[src/hw/avir_pkg.sv]
package avir_pkg;

    // ************************************************************
    // Bus geometry
    // ************************************************************
    localparam int AXI_ADDR_W = 12;
    localparam int AXI_DATA_W = 32;
    localparam int WORD_IDX_W = AXI_ADDR_W - 2;
    localparam logic [1:0] RESP_OKAY = 2'h0;
    localparam logic [1:0] RESP_SLVERR = 2'h2;

    // ************************************************************
    // Register indices, byte address is four times the index
    // ************************************************************
    localparam logic [WORD_IDX_W-1:0] IDX_VERSION = 10'h080;
    localparam logic [WORD_IDX_W-1:0] IDX_FORMAT = 10'h081;
    localparam logic [WORD_IDX_W-1:0] IDX_COLOUR = 10'h082;
    localparam logic [WORD_IDX_W-1:0] IDX_UNEVEN = 10'h083;
    localparam logic [WORD_IDX_W-1:0] IDX_VFI = 10'h084;
    localparam logic [WORD_IDX_W-1:0] IDX_FLAGS_A = 10'h087;
    localparam logic [WORD_IDX_W-1:0] IDX_FLAGS_B = 10'h08f;

    // ************************************************************
    // Field codes
    // ************************************************************
    localparam logic [1:0] CSPACE_RGB = 2'h0;
    localparam logic [1:0] CSPACE_YCC422 = 2'h1;
    localparam logic [1:0] CSPACE_YCC444 = 2'h2;
    localparam logic [1:0] BAR_NONE = 2'h0;
    localparam logic [1:0] BAR_HORIZ = 2'h1;
    localparam logic [1:0] BAR_VERT = 2'h2;
    localparam logic [1:0] BAR_BOTH = 2'h3;
    localparam logic [1:0] SCAN_NONE = 2'h0;
    localparam logic [1:0] SCAN_OVER = 2'h1;
    localparam logic [1:0] SCAN_UNDER = 2'h2;
    localparam logic [1:0] COLORI_NONE = 2'h0;
    localparam logic [1:0] COLORI_SD = 2'h1;
    localparam logic [1:0] COLORI_HD = 2'h2;
    localparam logic [3:0] AFAR_SAME = 4'h8;
    localparam logic [3:0] AFAR_4_3 = 4'h9;
    localparam logic [3:0] AFAR_16_9 = 4'ha;
    localparam logic [3:0] AFAR_14_9 = 4'hb;
    localparam logic [1:0] RESIZE_NONE = 2'h0;
    localparam logic [1:0] RESIZE_HORIZ = 2'h1;
    localparam logic [1:0] RESIZE_VERT = 2'h2;
    localparam logic [1:0] RESIZE_BOTH = 2'h3;

    localparam int FLAG_W = 7;
    localparam int FLAG_AVI = 0;

    // ************************************************************
    // Byte layouts and captured frame
    // ************************************************************
    typedef struct packed {
        logic spare;
        logic [1:0] colour_space;
        logic format_present;
        logic [1:0] bar_valid;
        logic [1:0] scan_info;
    } avir_format_t;

    typedef struct packed {
        logic [1:0] colorimetry;
        logic [1:0] picture_aspect;
        logic [3:0] format_aspect;
    } avir_colour_t;

    typedef struct packed {
        logic [5:0] spare;
        logic [1:0] uneven_resize;
    } avir_uneven_t;

    typedef struct packed {
        logic spare;
        logic [6:0] video_format_index;
    } avir_vfi_t;

    typedef struct packed {
        logic [7:0] version;
        avir_format_t format_status;
        avir_colour_t colour_aspect;
        avir_uneven_t uneven_scaling;
        avir_vfi_t video_format;
    } avir_frame_t;

    typedef enum logic [1:0] {WR_IDLE = 2'b01, WR_RESP = 2'b10} avir_wr_st_t;
    typedef enum logic [1:0] {RD_IDLE = 2'b01, RD_RESP = 2'b10} avir_rd_st_t;

    typedef struct packed {
        avir_wr_st_t wr_st;
        logic aw_got;
        logic w_got;
        logic [AXI_ADDR_W-1:0] wr_addr;
        logic awready;
        logic wready;
        logic bvalid;
        logic [1:0] bresp;
        avir_rd_st_t rd_st;
        logic arready;
        logic rvalid;
        logic [AXI_DATA_W-1:0] rdata;
        logic [1:0] rresp;
        logic have_frame;
        avir_frame_t frame;
        logic [FLAG_W-1:0] changed_packet_bits;
    } avir_state_t;

    localparam avir_state_t AVIR_RESET = '{
        wr_st: WR_IDLE,
        rd_st: RD_IDLE,
        bresp: RESP_OKAY,
        rresp: RESP_OKAY,
        default: '0
    };

endpackage

[src/hw/avir_readback.sv]
// The AXI4-Lite slave port is this design's own decision.
`timescale 1ns/1ps
// Overview of operation
// - Colour space two bits: RGB, 422, 444
// - One bit flags active format present
// - Two-bit bar validity: none, horiz, vert, both
// - Scan field: none, overscanned, underscanned
// - Colorimetry code in byte's top bits
// - Active aspect code 1000 equals picture
// - Active aspect 1001/1010/1011 centred 4:3/16:9/14:9
// - Nonuniform scaling: none, horiz, vert, both
// - Seven-bit video format index from frame
// - Changed flags set; any flag read clears
module avir_readback
    import avir_pkg::*;
(
    input wire logic aclk,
    input wire logic aresetn,
    input wire logic frame_load,
    input wire avir_frame_t frame_in,
    input wire logic [FLAG_W-1:0] packet_change,
    input wire logic [AXI_ADDR_W-1:0] s_axi_awaddr,
    input wire logic s_axi_awvalid,
    output logic s_axi_awready,
    input wire logic [AXI_DATA_W-1:0] s_axi_wdata,
    input wire logic [3:0] s_axi_wstrb,
    input wire logic s_axi_wvalid,
    output logic s_axi_wready,
    output logic [1:0] s_axi_bresp,
    output logic s_axi_bvalid,
    input wire logic s_axi_bready,
    input wire logic [AXI_ADDR_W-1:0] s_axi_araddr,
    input wire logic s_axi_arvalid,
    output logic s_axi_arready,
    output logic [AXI_DATA_W-1:0] s_axi_rdata,
    output logic [1:0] s_axi_rresp,
    output logic s_axi_rvalid,
    input wire logic s_axi_rready
);

    // ************************************************************
    // State
    // ************************************************************
    avir_state_t s;
    avir_state_t next_s;

    logic aw_fire;
    logic w_fire;
    logic b_fire;
    logic ar_fire;
    logic r_fire;
    logic flag_read;
    logic avi_changed;
    avir_frame_t clean_frame;
    logic [FLAG_W-1:0] flag_set;
    logic [FLAG_W-1:0] next_flags;

    assign aw_fire = s_axi_awvalid & s.awready;
    assign w_fire = s_axi_wvalid & s.wready;
    assign b_fire = s.bvalid & s_axi_bready;
    assign ar_fire = s_axi_arvalid & s.arready;
    assign r_fire = s.rvalid & s_axi_rready;

    // ************************************************************
    // Register table
    // ************************************************************
    // One entry per readable word; the two flag mirrors are the
    // last entries so the clear logic finds them by position
    localparam int N_REGS = 7;
    localparam int N_FIELDS = 5;
    localparam logic [WORD_IDX_W-1:0] REG_IDX [N_REGS] = '{
        IDX_VERSION,
        IDX_FORMAT,
        IDX_COLOUR,
        IDX_UNEVEN,
        IDX_VFI,
        IDX_FLAGS_A,
        IDX_FLAGS_B
    };

    logic [WORD_IDX_W-1:0] rd_idx;
    logic [WORD_IDX_W-1:0] wr_idx;
    logic [AXI_ADDR_W-1:0] wr_addr_now;
    logic [7:0] entry_byte [N_REGS];
    logic [N_REGS-1:0] rd_hit;
    logic [N_REGS-1:0] wr_hit;
    logic rd_mapped;
    logic wr_mapped;
    logic rd_is_flag;
    logic [7:0] rd_byte;
    logic [AXI_DATA_W-1:0] rd_word;

    // Byte lane bits below the word index are ignored
    function automatic logic [WORD_IDX_W-1:0] word_idx(
        input logic [AXI_ADDR_W-1:0] addr
    );
        word_idx = addr[AXI_ADDR_W-1:2];
    endfunction

    // Narrow registers sit in the low byte, upper bits read zero
    function automatic logic [AXI_DATA_W-1:0] widen(input logic [7:0] b);
        widen = {{(AXI_DATA_W - 8){1'b0}}, b};
    endfunction

    assign rd_idx = word_idx(s_axi_araddr);
    // Address of the write in flight, whichever beat came first
    assign wr_addr_now = aw_fire ? s_axi_awaddr : s.wr_addr;
    assign wr_idx = word_idx(wr_addr_now);

    assign entry_byte[0] = s.frame.version;
    assign entry_byte[1] = s.frame.format_status;
    assign entry_byte[2] = s.frame.colour_aspect;
    assign entry_byte[3] = s.frame.uneven_scaling;
    assign entry_byte[4] = s.frame.video_format;
    assign entry_byte[5] = {1'b0, s.changed_packet_bits};
    assign entry_byte[6] = {1'b0, s.changed_packet_bits};

    genvar gr;
    generate
        for (gr = 0; gr < N_REGS; gr++) begin : g_reg
            assign rd_hit[gr] = (rd_idx == REG_IDX[gr]);
            assign wr_hit[gr] = (wr_idx == REG_IDX[gr]);
        end
    endgenerate

    assign rd_mapped = |rd_hit;
    assign wr_mapped = |wr_hit;
    assign rd_is_flag = |rd_hit[N_REGS-1:N_FIELDS];

    // Hits are one-hot, so an AND-OR select needs no priority chain
    always_comb begin
        rd_byte = '0;
        for (int j = 0; j < N_REGS; j++) begin
            rd_byte = rd_byte | (entry_byte[j] & {8{rd_hit[j]}});
        end
    end

    assign rd_word = widen(rd_byte);

    // ************************************************************
    // Frame capture
    // ************************************************************
    // Spare bits are forced low so stray upstream bits can neither
    // show in a readback nor fake a content change
    always_comb begin
        clean_frame = frame_in;
        clean_frame.format_status.spare = 1'b0;
        clean_frame.uneven_scaling.spare = '0;
        clean_frame.video_format.spare = 1'b0;
    end

    // First frame after reset always counts as new content
    assign avi_changed = frame_load && (!s.have_frame || clean_frame != s.frame);

    // ************************************************************
    // Changed-packet flags
    // ************************************************************
    // Any read of either flag mirror clears all bits at the address
    // handshake; an event landing in that same cycle still sets
    assign flag_read = ar_fire && rd_is_flag;

    always_comb begin
        flag_set = packet_change;
        flag_set[FLAG_AVI] = packet_change[FLAG_AVI] | avi_changed;
    end

    genvar gi;
    generate
        for (gi = 0; gi < FLAG_W; gi++) begin : g_flag
            assign next_flags[gi] = flag_set[gi] |
                (s.changed_packet_bits[gi] & ~flag_read);
        end
    endgenerate

    // ************************************************************
    // Next state
    // ************************************************************
    always_comb begin
        next_s = s;

        // Captured fields change only through the frame port
        if (frame_load) begin
            next_s.frame = clean_frame;
            next_s.have_frame = 1'b1;
        end
        next_s.changed_packet_bits = next_flags;

        // Write channel: address and data taken in either order
        case (s.wr_st)
            WR_IDLE: begin
                if (aw_fire) begin
                    next_s.aw_got = 1'b1;
                    next_s.wr_addr = s_axi_awaddr;
                end
                if (w_fire) begin
                    next_s.w_got = 1'b1;
                end
                if (next_s.aw_got && next_s.w_got) begin
                    // Data is dropped; mapped registers answer OKAY
                    next_s.bvalid = 1'b1;
                    next_s.bresp = wr_mapped ? RESP_OKAY : RESP_SLVERR;
                    next_s.wr_st = WR_RESP;
                end
            end
            WR_RESP: begin
                if (b_fire) begin
                    next_s.bvalid = 1'b0;
                    next_s.bresp = RESP_OKAY;
                    next_s.aw_got = 1'b0;
                    next_s.w_got = 1'b0;
                    next_s.wr_st = WR_IDLE;
                end
            end
            default: begin
                next_s.wr_st = WR_IDLE;
                next_s.bvalid = 1'b0;
                next_s.aw_got = 1'b0;
                next_s.w_got = 1'b0;
            end
        endcase

        // Readies registered, so they drop the edge a beat is taken
        next_s.awready = (next_s.wr_st == WR_IDLE) && !next_s.aw_got;
        next_s.wready = (next_s.wr_st == WR_IDLE) && !next_s.w_got;

        // Read channel: data sampled at the address handshake
        case (s.rd_st)
            RD_IDLE: begin
                if (ar_fire) begin
                    next_s.rdata = rd_word;
                    next_s.rresp = rd_mapped ? RESP_OKAY : RESP_SLVERR;
                    next_s.rvalid = 1'b1;
                    next_s.rd_st = RD_RESP;
                end
            end
            RD_RESP: begin
                if (r_fire) begin
                    next_s.rvalid = 1'b0;
                    next_s.rdata = '0;
                    next_s.rresp = RESP_OKAY;
                    next_s.rd_st = RD_IDLE;
                end
            end
            default: begin
                next_s.rd_st = RD_IDLE;
                next_s.rvalid = 1'b0;
            end
        endcase

        next_s.arready = (next_s.rd_st == RD_IDLE);
    end

    // ************************************************************
    // Registers
    // ************************************************************
    always_ff @(posedge aclk) begin
        if (!aresetn) begin
            s <= AVIR_RESET;
        end else begin
            s <= next_s;
        end
    end

    // ************************************************************
    // Outputs
    // ************************************************************
    assign s_axi_awready = s.awready;
    assign s_axi_wready = s.wready;
    assign s_axi_bvalid = s.bvalid;
    assign s_axi_bresp = s.bresp;
    assign s_axi_arready = s.arready;
    assign s_axi_rvalid = s.rvalid;
    assign s_axi_rdata = s.rdata;
    assign s_axi_rresp = s.rresp;

endmodule

[config.mk]
export PLATFORM = sky130hd
export DESIGN_NAME = avir_readback
export DESIGN_NICKNAME = d
export VERILOG_FILES = /design/src/hw/avir_pkg.sv /design/src/hw/avir_readback.sv
export SDC_FILE = /design/constraint.sdc
export NUM_CORES = 1
export LEC_CHECK = 0
export BUFFER_PORTS_ARGS = -buffer_cell sky130_fd_sc_hd__buf_4
export CAP_MARGIN = 5
export CORE_ASPECT_RATIO = 1.25
export CORE_MARGIN = 2
export CORE_UTILIZATION = 49
export DETAILED_ROUTE_END_ITERATION = 8
export GPL_ROUTABILITY_DRIVEN = 0
export PLACE_DENSITY = 0.87
export SETUP_SLACK_MARGIN = 0.15
export SKIP_LAST_GASP = 1
export SYNTH_ARGS = -nofsm -noshare
export SYNTH_HDL_FRONTEND = slang
export SYNTH_SLANG_ARGS = --single-unit
[constraint.sdc]
create_clock -name aclk -period 2.9 [get_ports aclk]
set_input_delay 0.58 -clock aclk [delete_from_list [all_inputs] [get_ports aclk]]
set_output_delay 0.58 -clock aclk [all_outputs]
set_load 0.01 [all_outputs]
Word level (Yosys, flattened, before mapping)
Cells that the tools add are included. Widths: inputs -> output; s select.

Flip-flop bits (word level): 99. Input port bits: 115. Logic and storage cells: 125.

Equality and inequality tests: 25. Mux-type cells: 21. Bitwise operators: 34. Reduce and logical (&&, ||, !) cells: 19.

Operator list (number): $eq 10x8->1 const B (14); $mux 35 (2); $pmux 34 s2 (1); $or 8x8->8 (6); $and 7x8->8 (4); $ne 32x32->1 (1); $and 8x8->8 (2); $reduce_or 7->1 (2); $and 1x1->1 (12); $mux 12 (1); $mux 2 (5); $and 2x8->8 (1); $eq 2x1->1 const B (4); $ne 2x2->1 const B (4); $or 1x1->1 (8); $pmux 2 s2 (2); $pmux 4 s2 (1); $mux 3 (2); $reduce_and 2->1 (3); $reduce_and 3->1 (2); $logic_and 1x1->1 (5); $eq 2x2->1 const B (2); $mux 1 (4); $mux 4 (1); other kinds (6) (10).

Depth between registers and ports, before layout
Gate-level depths: netlist (run 1).

Word-level depth: 10. Depth in mapped cells: 8. Depth with buffers taken out: 7.

Worst setup path after synthesis (run 1)
Ideal clock, no wire load.

Path kind: input-to-reg. From: input port s_axi_araddr[7]. To: register s (netlist bit s_axi_rdata[1]). Library setup time: 0.070 ns. Arrival: 2.125 ns. Data required time: 2.830 ns. Slack: 0.705 ns. Stages: 5. Cell sequence: or4b_4 or3_4 nor4_4 a222oi_1 a21oi_1.

Word-level cells in the longest chain between the ends: 10.

Ends and longest elaborated chain: from (decl) (line avir_readback.sv:32) `input wire logic [AXI_ADDR_W-1:0] s_axi_araddr,`; $eq 10x8->1 (line avir_readback.sv:121) `assign rd_hit[gr] = (rd_idx == REG_IDX[gr]);`; $and 8x8->8 or $and 7x8->8 (tied branches) (line avir_readback.sv:134) `rd_byte = rd_byte | (entry_byte[j] & {8{rd_hit[j]}});`; $or 8x8->8 (5 in series) (line avir_readback.sv:134); $or 8x8->8 (*) (line avir_readback.sv:134); $mux 35 (*) (line avir_readback.sv:229) `if (ar_fire) begin`; $pmux 34 s2 (*) (line avir_readback.sv:227) `case (s.rd_st)`; to (signal assigned) (line avir_readback.sv:260) `s <= next_s;`; to (decl) (line avir_readback.sv:44) `avir_state_t s;`.

Mark *: on every way between the ends. The rest lies on a longest branch, timed or not. The select of a mux whose other input is x is not followed. A chain may end at the register's enable or synchronous reset.

Worst setup path after layout (run 1)
From: input port s_axi_araddr[7]. To: register s (netlist bit s_axi_rdata[5]).

The elaborated chain is that of the path after synthesis.

==> summary.md, run 1 <==
| Metric | Value |
|---|---|
| Status | `finished, final reports clean` |
| Num Clock Sinks | `71` |
| GRT Total Usage | `0.205` |
| RSZ-0062 raised after global routing | `no` |
| Post-place setup slack | `372 ps` |
| Synth Instances | `419` |
| Post-synth top flop | `dfxtp_1` |
| Max-Cap Viols | `0` |
| Drt pass-1 iters | `4` |
| Comb pwr share | `0.284` |
| # Post-CTS Setup Buffers | `0` |
| Tcrit/Tclk final | `0.748` |
| Static Leak | `2.01 nW` |
| CTS Buffer Depth | `2` |
| Clock power frac | `0.280` |
| Initial DRC count | `180` |
| Sw Ratio | `0.322` |
| Worst Setup SP | `s_axi_araddr[7]` |
| Setup crit start kind | `input port` |
| Crit. End Element | `register` |
| Hold Worst Slack | `456 ps` |
| CTS Buf Count | `9` |
| Net Sw Power | `0.868 mW` |
| Pin slew with the least headroom to its limit | `585 ps` |
| Layout fillers | `627` |
| Rel. slew slack | `0.608` |
| Routed len/inst | `14.8 um` |
| Worst r2r dst | `s_axi_rdata[0]` |
| Vias per cell | `5.31` |
| Area of the die | `8500 um2` |
| Die Height | `103 um` |
| Syn avg cell area | `9.09 um2` |
| Via count | `3094` |
| Detailed Place HPWL | `6380 um` |
| Die W | `82.8 um` |
| Depth of the CTS H-tree | `3` |
| Core footprint | `7440 um2` |
| Synth area leader | `dfxtp_1` |
| Nets | `606` |
| Initial antenna violation count | `0` |
| Area contributors post-synth | `dfxtp_1 37%, mux2i_1 10%, xor2_1 7.1%` |
| Async S/R FF share, synth | `0` |
| Commonest non-fill, non-tap cell in the layout | `buf_4` |
| Critical Path End | `s_axi_rdata[5]` |
| Pin count of the biggest net entering global routing | `70` |
| Post-cts resize count | `0` |
| F_max | `461 MHz` |
| Clock latency on the worst-skew pair | `350 ps` |
| R2R depth | `6` |
| Inserted Diodes | `0` |
| Endpoints failing setup | `0` |
| I/O pin count | `156` |
| # hold bufs at CTS | `0` |
| Post-synth top area share | `0.373` |
| Yosys cell types | `44` |
| PortBufs | `81` |
| Final ANT Viol Nets | `0` |
| Hold path start | `s[47]` |
| Sequential power share | `0.436` |
| Power per cell area | `600 nW/um2` |
| Final setup TNS | `0 ps` |
| CTS tree | `done` |
| Starting density of the core | `0.511` |
| Clock Skew | `9.51 ps` |
| Hold WC Path Type | `register to register` |
| Slew Viols, Final | `0` |
| Post-synthesis sequential area ratio | `0.373` |
| Layout area overhead | `18.0%` |
| CP Class | `input port to register` |
| Global-route wire length before repair | `13900 um` |
| Placement row count | `35` |
| Final setup slack of the worst path | `730 ps` |
| Synth warnings | `0` |
| Max FO, Critical Path | `8` |
| FF-to-FF setup slack | `970 ps` |
| Most frequent cells in the layout | `83 x buf_4, 71 x dfxtp_1, 48 x nand2_1` |
| Reg clk slew, reported paths | `70 ps` |
| Required @ worst endpoint | `3170 ps` |
| Peak supply drop | `488 uV` |
| Cell Area, Synth | `3810 um2` |
| EDFF count, synth | `0` |
| Final Hold Fails | `0` |
| Clock root cell | `clkbuf_8` |
| DRT Wirelength | `8630 um` |
| Total grt overflow | `0` |
| RR Startpoint | `s[84]` |
| DR DRC count | `0` |
| Worst Path Arrival | `2440 ps` |
| P_int | `1.83 mW` |
| Share of layout cells above drive strength 1 | `0.222` |
| Register bit count reported by yosys | `71` |
| Vias in the first global route | `2937` |
| Tmin final | `2170 ps` |
==> layout make-up <==
| cell class | count | area (um2) | area share |
|---|---|---|---|
| clock buffers | 9 | 124 | 0.0276 |
| clock inverters | 6 | 62.6 | 0.0139 |
| inverters | 6 | 22.5 | 0.00501 |
| multi-input cells | 316 | 2120 | 0.473 |
| flip-flops and latches | 71 | 1420 | 0.316 |
| well taps | 92 | 115 | 0.0256 |
| repair buffers | 83 | 623 | 0.139 |
==> synth_stat cells, types with 2 or more instances <==
| cell | n |
|---|---|
| dfxtp_1 | 71 |
| nand2_1 | 48 |
| nor2b_1 | 41 |
| mux2i_1 | 38 |
| buf_4 | 36 |
| xor2_1 | 31 |
| a21oi_1 | 21 |
| a21boi_0 | 15 |
| clkbuf_1 | 13 |
| nor2_1 | 13 |
| o21ai_0 | 12 |
| nand3_1 | 8 |
| a21o_1 | 7 |
| a222oi_1 | 7 |
| nor4_1 | 7 |
| inv_1 | 6 |
| o21a_1 | 5 |
| ha_1 | 4 |
| nor3_1 | 3 |
| a31oi_1 | 2 |
| and2_1 | 2 |
| mux4_2 | 2 |
| nand2b_1 | 2 |
| nand4_1 | 2 |
| nor3b_1 | 2 |
| nor4_4 | 2 |
| nor4b_1 | 2 |
==> per-layer routing <==
metal  wire length (um)  track usage  vias up
met5                  0            0        -
met4                184       0.0782        0
met3                551       0.0633       14
met2               4440        0.377      112
met1               3450        0.224     1444
li1                   -            -     1524
==> kinds of logic after synthesis <==
family,Yosys count,synth area share
xor+xnor,32,0.0736
other cells,1,0.000985
compound gates,74,0.130
mux,40,0.112
buf+inv,57,0.0937
flops,71,0.373
fa+ha+maj,4,0.0131
simple gates,140,0.204
==> per-stage QoR <==
step	total power, mW	std cells	instance area [um2]	util
2_1_floorplan	1.73	444	3900	-
3_3_place_gp	1.93	568	4310	0.578
3_5_place_dp	1.95	568	4310	0.578
4_1_cts	2.71	583	4490	0.603
5_1_grt	2.86	583	4490	0.603
6_report	2.70	583	4490	0.603
==> sequential cells by signal, summed over array words and instances, names as in the netlist <==
signal         count
s_axi_wready       1
entry_byte        39
s_axi_rdata        8
s_axi_bresp        1
s_axi_rresp        1
s_axi_rvalid       1
s                 17
s_axi_bvalid       1
s_axi_awready      1
s_axi_arready      1
==> power by group through the flow <==
stage                     registers (mW)  logic (mW)  clock network (mW)
after floorplan                     1.19       0.546                   0
after global routing                1.19       0.857               0.813
final                               1.18       0.765               0.755
after global placement              1.19       0.735                   0
after detailed placement            1.20       0.758                   0
after CTS                           1.17       0.763               0.769
==> critical path, stage by stage <==
cell and delay (ps):
buf_4 110, or4b_4 550, or3_4 370, nor4_4 460, a222oi_1 210, a21oi_1 170
==> how the worst min path moves through the flow <==
stage	end	slack [ps]	cells after the start
global placement	s[47]	430	1
global route	entry_byte[1]	470	3
CTS	entry_byte[4]	450	3
finish	s[47]	460	1
detailed placement	s[47]	440	1
floorplan	s[47]	430	1
Power figures use the tool's default switching activity.
==> run 2: changes to the inputs <==
==> constraint.sdc (replaced) <==
create_clock -name aclk -period 2.2 [get_ports aclk]
set_input_delay 0.44 -clock aclk [delete_from_list [all_inputs] [get_ports aclk]]
set_output_delay 0.44 -clock aclk [all_outputs]
set_load 0.01 [all_outputs]
==> summary.md, run 2 (same netlist as run 1, synthesis figures left out) <==
| Metric | Value |
|---|---|
| Status | `finished, final reports clean` |
| Routed len/inst | `14.8 um (-0.11%)` |
| Slowest CP cell | `or4b_4` |
| CP most frequent cell | `buf_4` |
| Slew Viols, Final | `0 (unchanged)` |
| Starting density of the core | `0.511 (unchanged)` |
| Final ANT Viol Nets | `0 (unchanged)` |
| Final Hold Fails | `0 (unchanged)` |
| Reg clk slew, reported paths | `70 ps (about the same)` |
| DRT Wirelength | `8680 um (+0.58%)` |
| Peak supply drop | `740 uV (+52%)` |
| Hold WC Path Type | `input port to register` |
| Max-Cap Viols | `0 (unchanged)` |
| Tmin final | `1880 ps` |
| Via count | `3148 (+1.7%)` |
| Initial DRC count | `206 (+14%)` |
| Pin count of the biggest net entering global routing | `43 (-39%)` |
| Clock root cell | `clkbuf_8` |
| Power per cell area | `843 nW/um2 (+40%)` |
| Clock latency on the worst-skew pair | `350 ps (about the same)` |
| Num Clock Sinks | `71 (unchanged)` |
| Inserted Diodes | `0 (unchanged)` |
| Clock Skew | `7.31 ps (-2.20 ps)` |
| Setup crit start kind | `input port` |
| Drt pass-1 iters | `5 (+1)` |
| Register area | `1420 um2 (unchanged)` |
| Placement row count | `35 (unchanged)` |
| Required @ worst endpoint | `2480 ps (-690 ps)` |
| Endpoints failing setup | `0 (unchanged)` |
| Initial antenna violation count | `0 (unchanged)` |
| CP max stage delay | `550 ps (about the same)` |
| Nets | `609 (+0.50%)` |
| Vias per cell | `5.36 (+1.1%)` |
| Tcrit/Tclk final | `0.856` |
| DR DRC count | `0 (unchanged)` |
| Detailed Place HPWL | `6560 um (+2.9%)` |
| Core footprint | `7440 um2 (unchanged)` |
| Most frequent cells in the layout | `86 x buf_4, 71 x dfxtp_1, 48 x nand2_1` |
| Vias in the first global route | `3014 (+2.6%)` |
| GRT Total Usage | `0.205 (about the same)` |
| Worst Path Arrival | `2160 ps (-280 ps)` |
| RSZ-0062 raised after global routing | `no` |
| Placed cells | `571 (+0.53%)` |
| Area of the die | `8500 um2 (unchanged)` |
| Post-place setup slack | `-40.3 ps (-412 ps)` |
| Max reg flops | `39 (unchanged)` |
| PortBufs | `81 (unchanged)` |
| I/O pin count | `156 (unchanged)` |
| F_max | `531 MHz` |
| Layout area overhead | `20.4%` |
| CTS Buf Count | `9 (unchanged)` |
| Post-route insts no fill | `587 (+0.69%)` |
| Crit-path cells | `buf_4, or4b_4, or3_4, nor4_4, buf_4, a222oi_1, a21oi_1` |
| Commonest non-fill, non-tap cell in the layout | `buf_4` |
| Layout fillers | `621 (-0.96%)` |
| Final setup slack of the worst path | `317 ps (-413 ps)` |
| Hold Worst Slack | `318 ps (-138 ps)` |
| Die W | `82.8 um (unchanged)` |
| Share of layout cells above drive strength 1 | `0.230 (+0.00831)` |
| Pin slew with the least headroom to its limit | `563 ps (-21.9 ps)` |
| CTS tree | `done` |
| Rel. slew slack | `0.625 (+0.0167)` |
| Static Leak | `2.07 nW (+2.9%)` |
| CTS Buffer Depth | `2 (unchanged)` |
| Die Height | `103 um (unchanged)` |
| Depth of the CTS H-tree | `3 (unchanged)` |
| Global-route wire length before repair | `14000 um (+0.65%)` |
| Total grt overflow | `0 (unchanged)` |
| # hold bufs at CTS | `0 (unchanged)` |
| CP Class | `input port to register` |
| Crit. End Element | `register` |
| Multi-input gate area | `2120 um2 (about the same)` |
| Max FO, Critical Path | `8 (unchanged)` |
[run 2: worst max-delay path, delay by kind of cell]
kind,cells,cell delay [ps]
compound gates,2,290
buf+inv,2,310
simple gates,3,1130
[run 2: where the power goes]
group | total, mW | switching (mW) | leakage (nW) | internal, mW
Sequential | 1.55 | 0.113 | 0.584 | 1.44
Combinational | 1.01 | 0.552 | 1.35 | 0.463
Clock | 1.30 | 0.486 | 0.130 | 0.815
Total | 3.87 | 1.15 | 2.07 | 2.72
[run 2: what timing repair did]
item                                   in CTS  in global routing
endpoints found under the hold margin       0                  0
gates resized for setup                     0                  2
setup buffers                               0                  0
setup endpoints to repair                   0                  3
[run 2: cell type report]
type | count | share of cell area
Clock buffer | 11 | 0.0330
Timing Repair Buffer | 86 | 0.141
Clock inverter | 5 | 0.0227
Tap cell | 92 | 0.0251
Multi-Input combinational cell | 316 | 0.463
Inverter | 6 | 0.00491
Sequential cell | 71 | 0.310
[run 2: through the flow]
step | TNS (ps) | util | instance area, um2 | total power [mW]
finish | 0 | 0.616 | 4580 | 3.87
global route | 0 | 0.616 | 4580 | 4.07
CTS | 0 | 0.616 | 4580 | 3.88
detailed placement | -128 | 0.581 | 4330 | 2.58
global placement | 0 | 0.581 | 4330 | 2.54
floorplan | 0 | - | 3900 | 2.29
[run 2: per-layer routing]
| layer | track usage | vias to the layer above | share of wire | wire length (um) |
|---|---|---|---|---|
| met4 | 0.0971 | 0 | 0.031 | 269 |
| li1 | - | 1529 | - | - |
| met3 | 0.0633 | 30 | 0.071 | 613 |
| met2 | 0.377 | 128 | 0.52 | 4520 |
| met5 | 0 | - | 0 | 0 |
| met1 | 0.217 | 1461 | 0.38 | 3280 |
[run 2: path summary, 6_finish.rpt]
kind | startpoint | to | cells past startpoint | slack [ps]
max | s_axi_araddr[7] | s_axi_rdata[2] | 7 | 320
min | packet_change[5] | entry_byte[5] | 3 | 320
max reg2reg | s[84] | s_axi_rdata[0] | 6 | 350
min reg2reg | s[47] | s[47] | 1 | 450
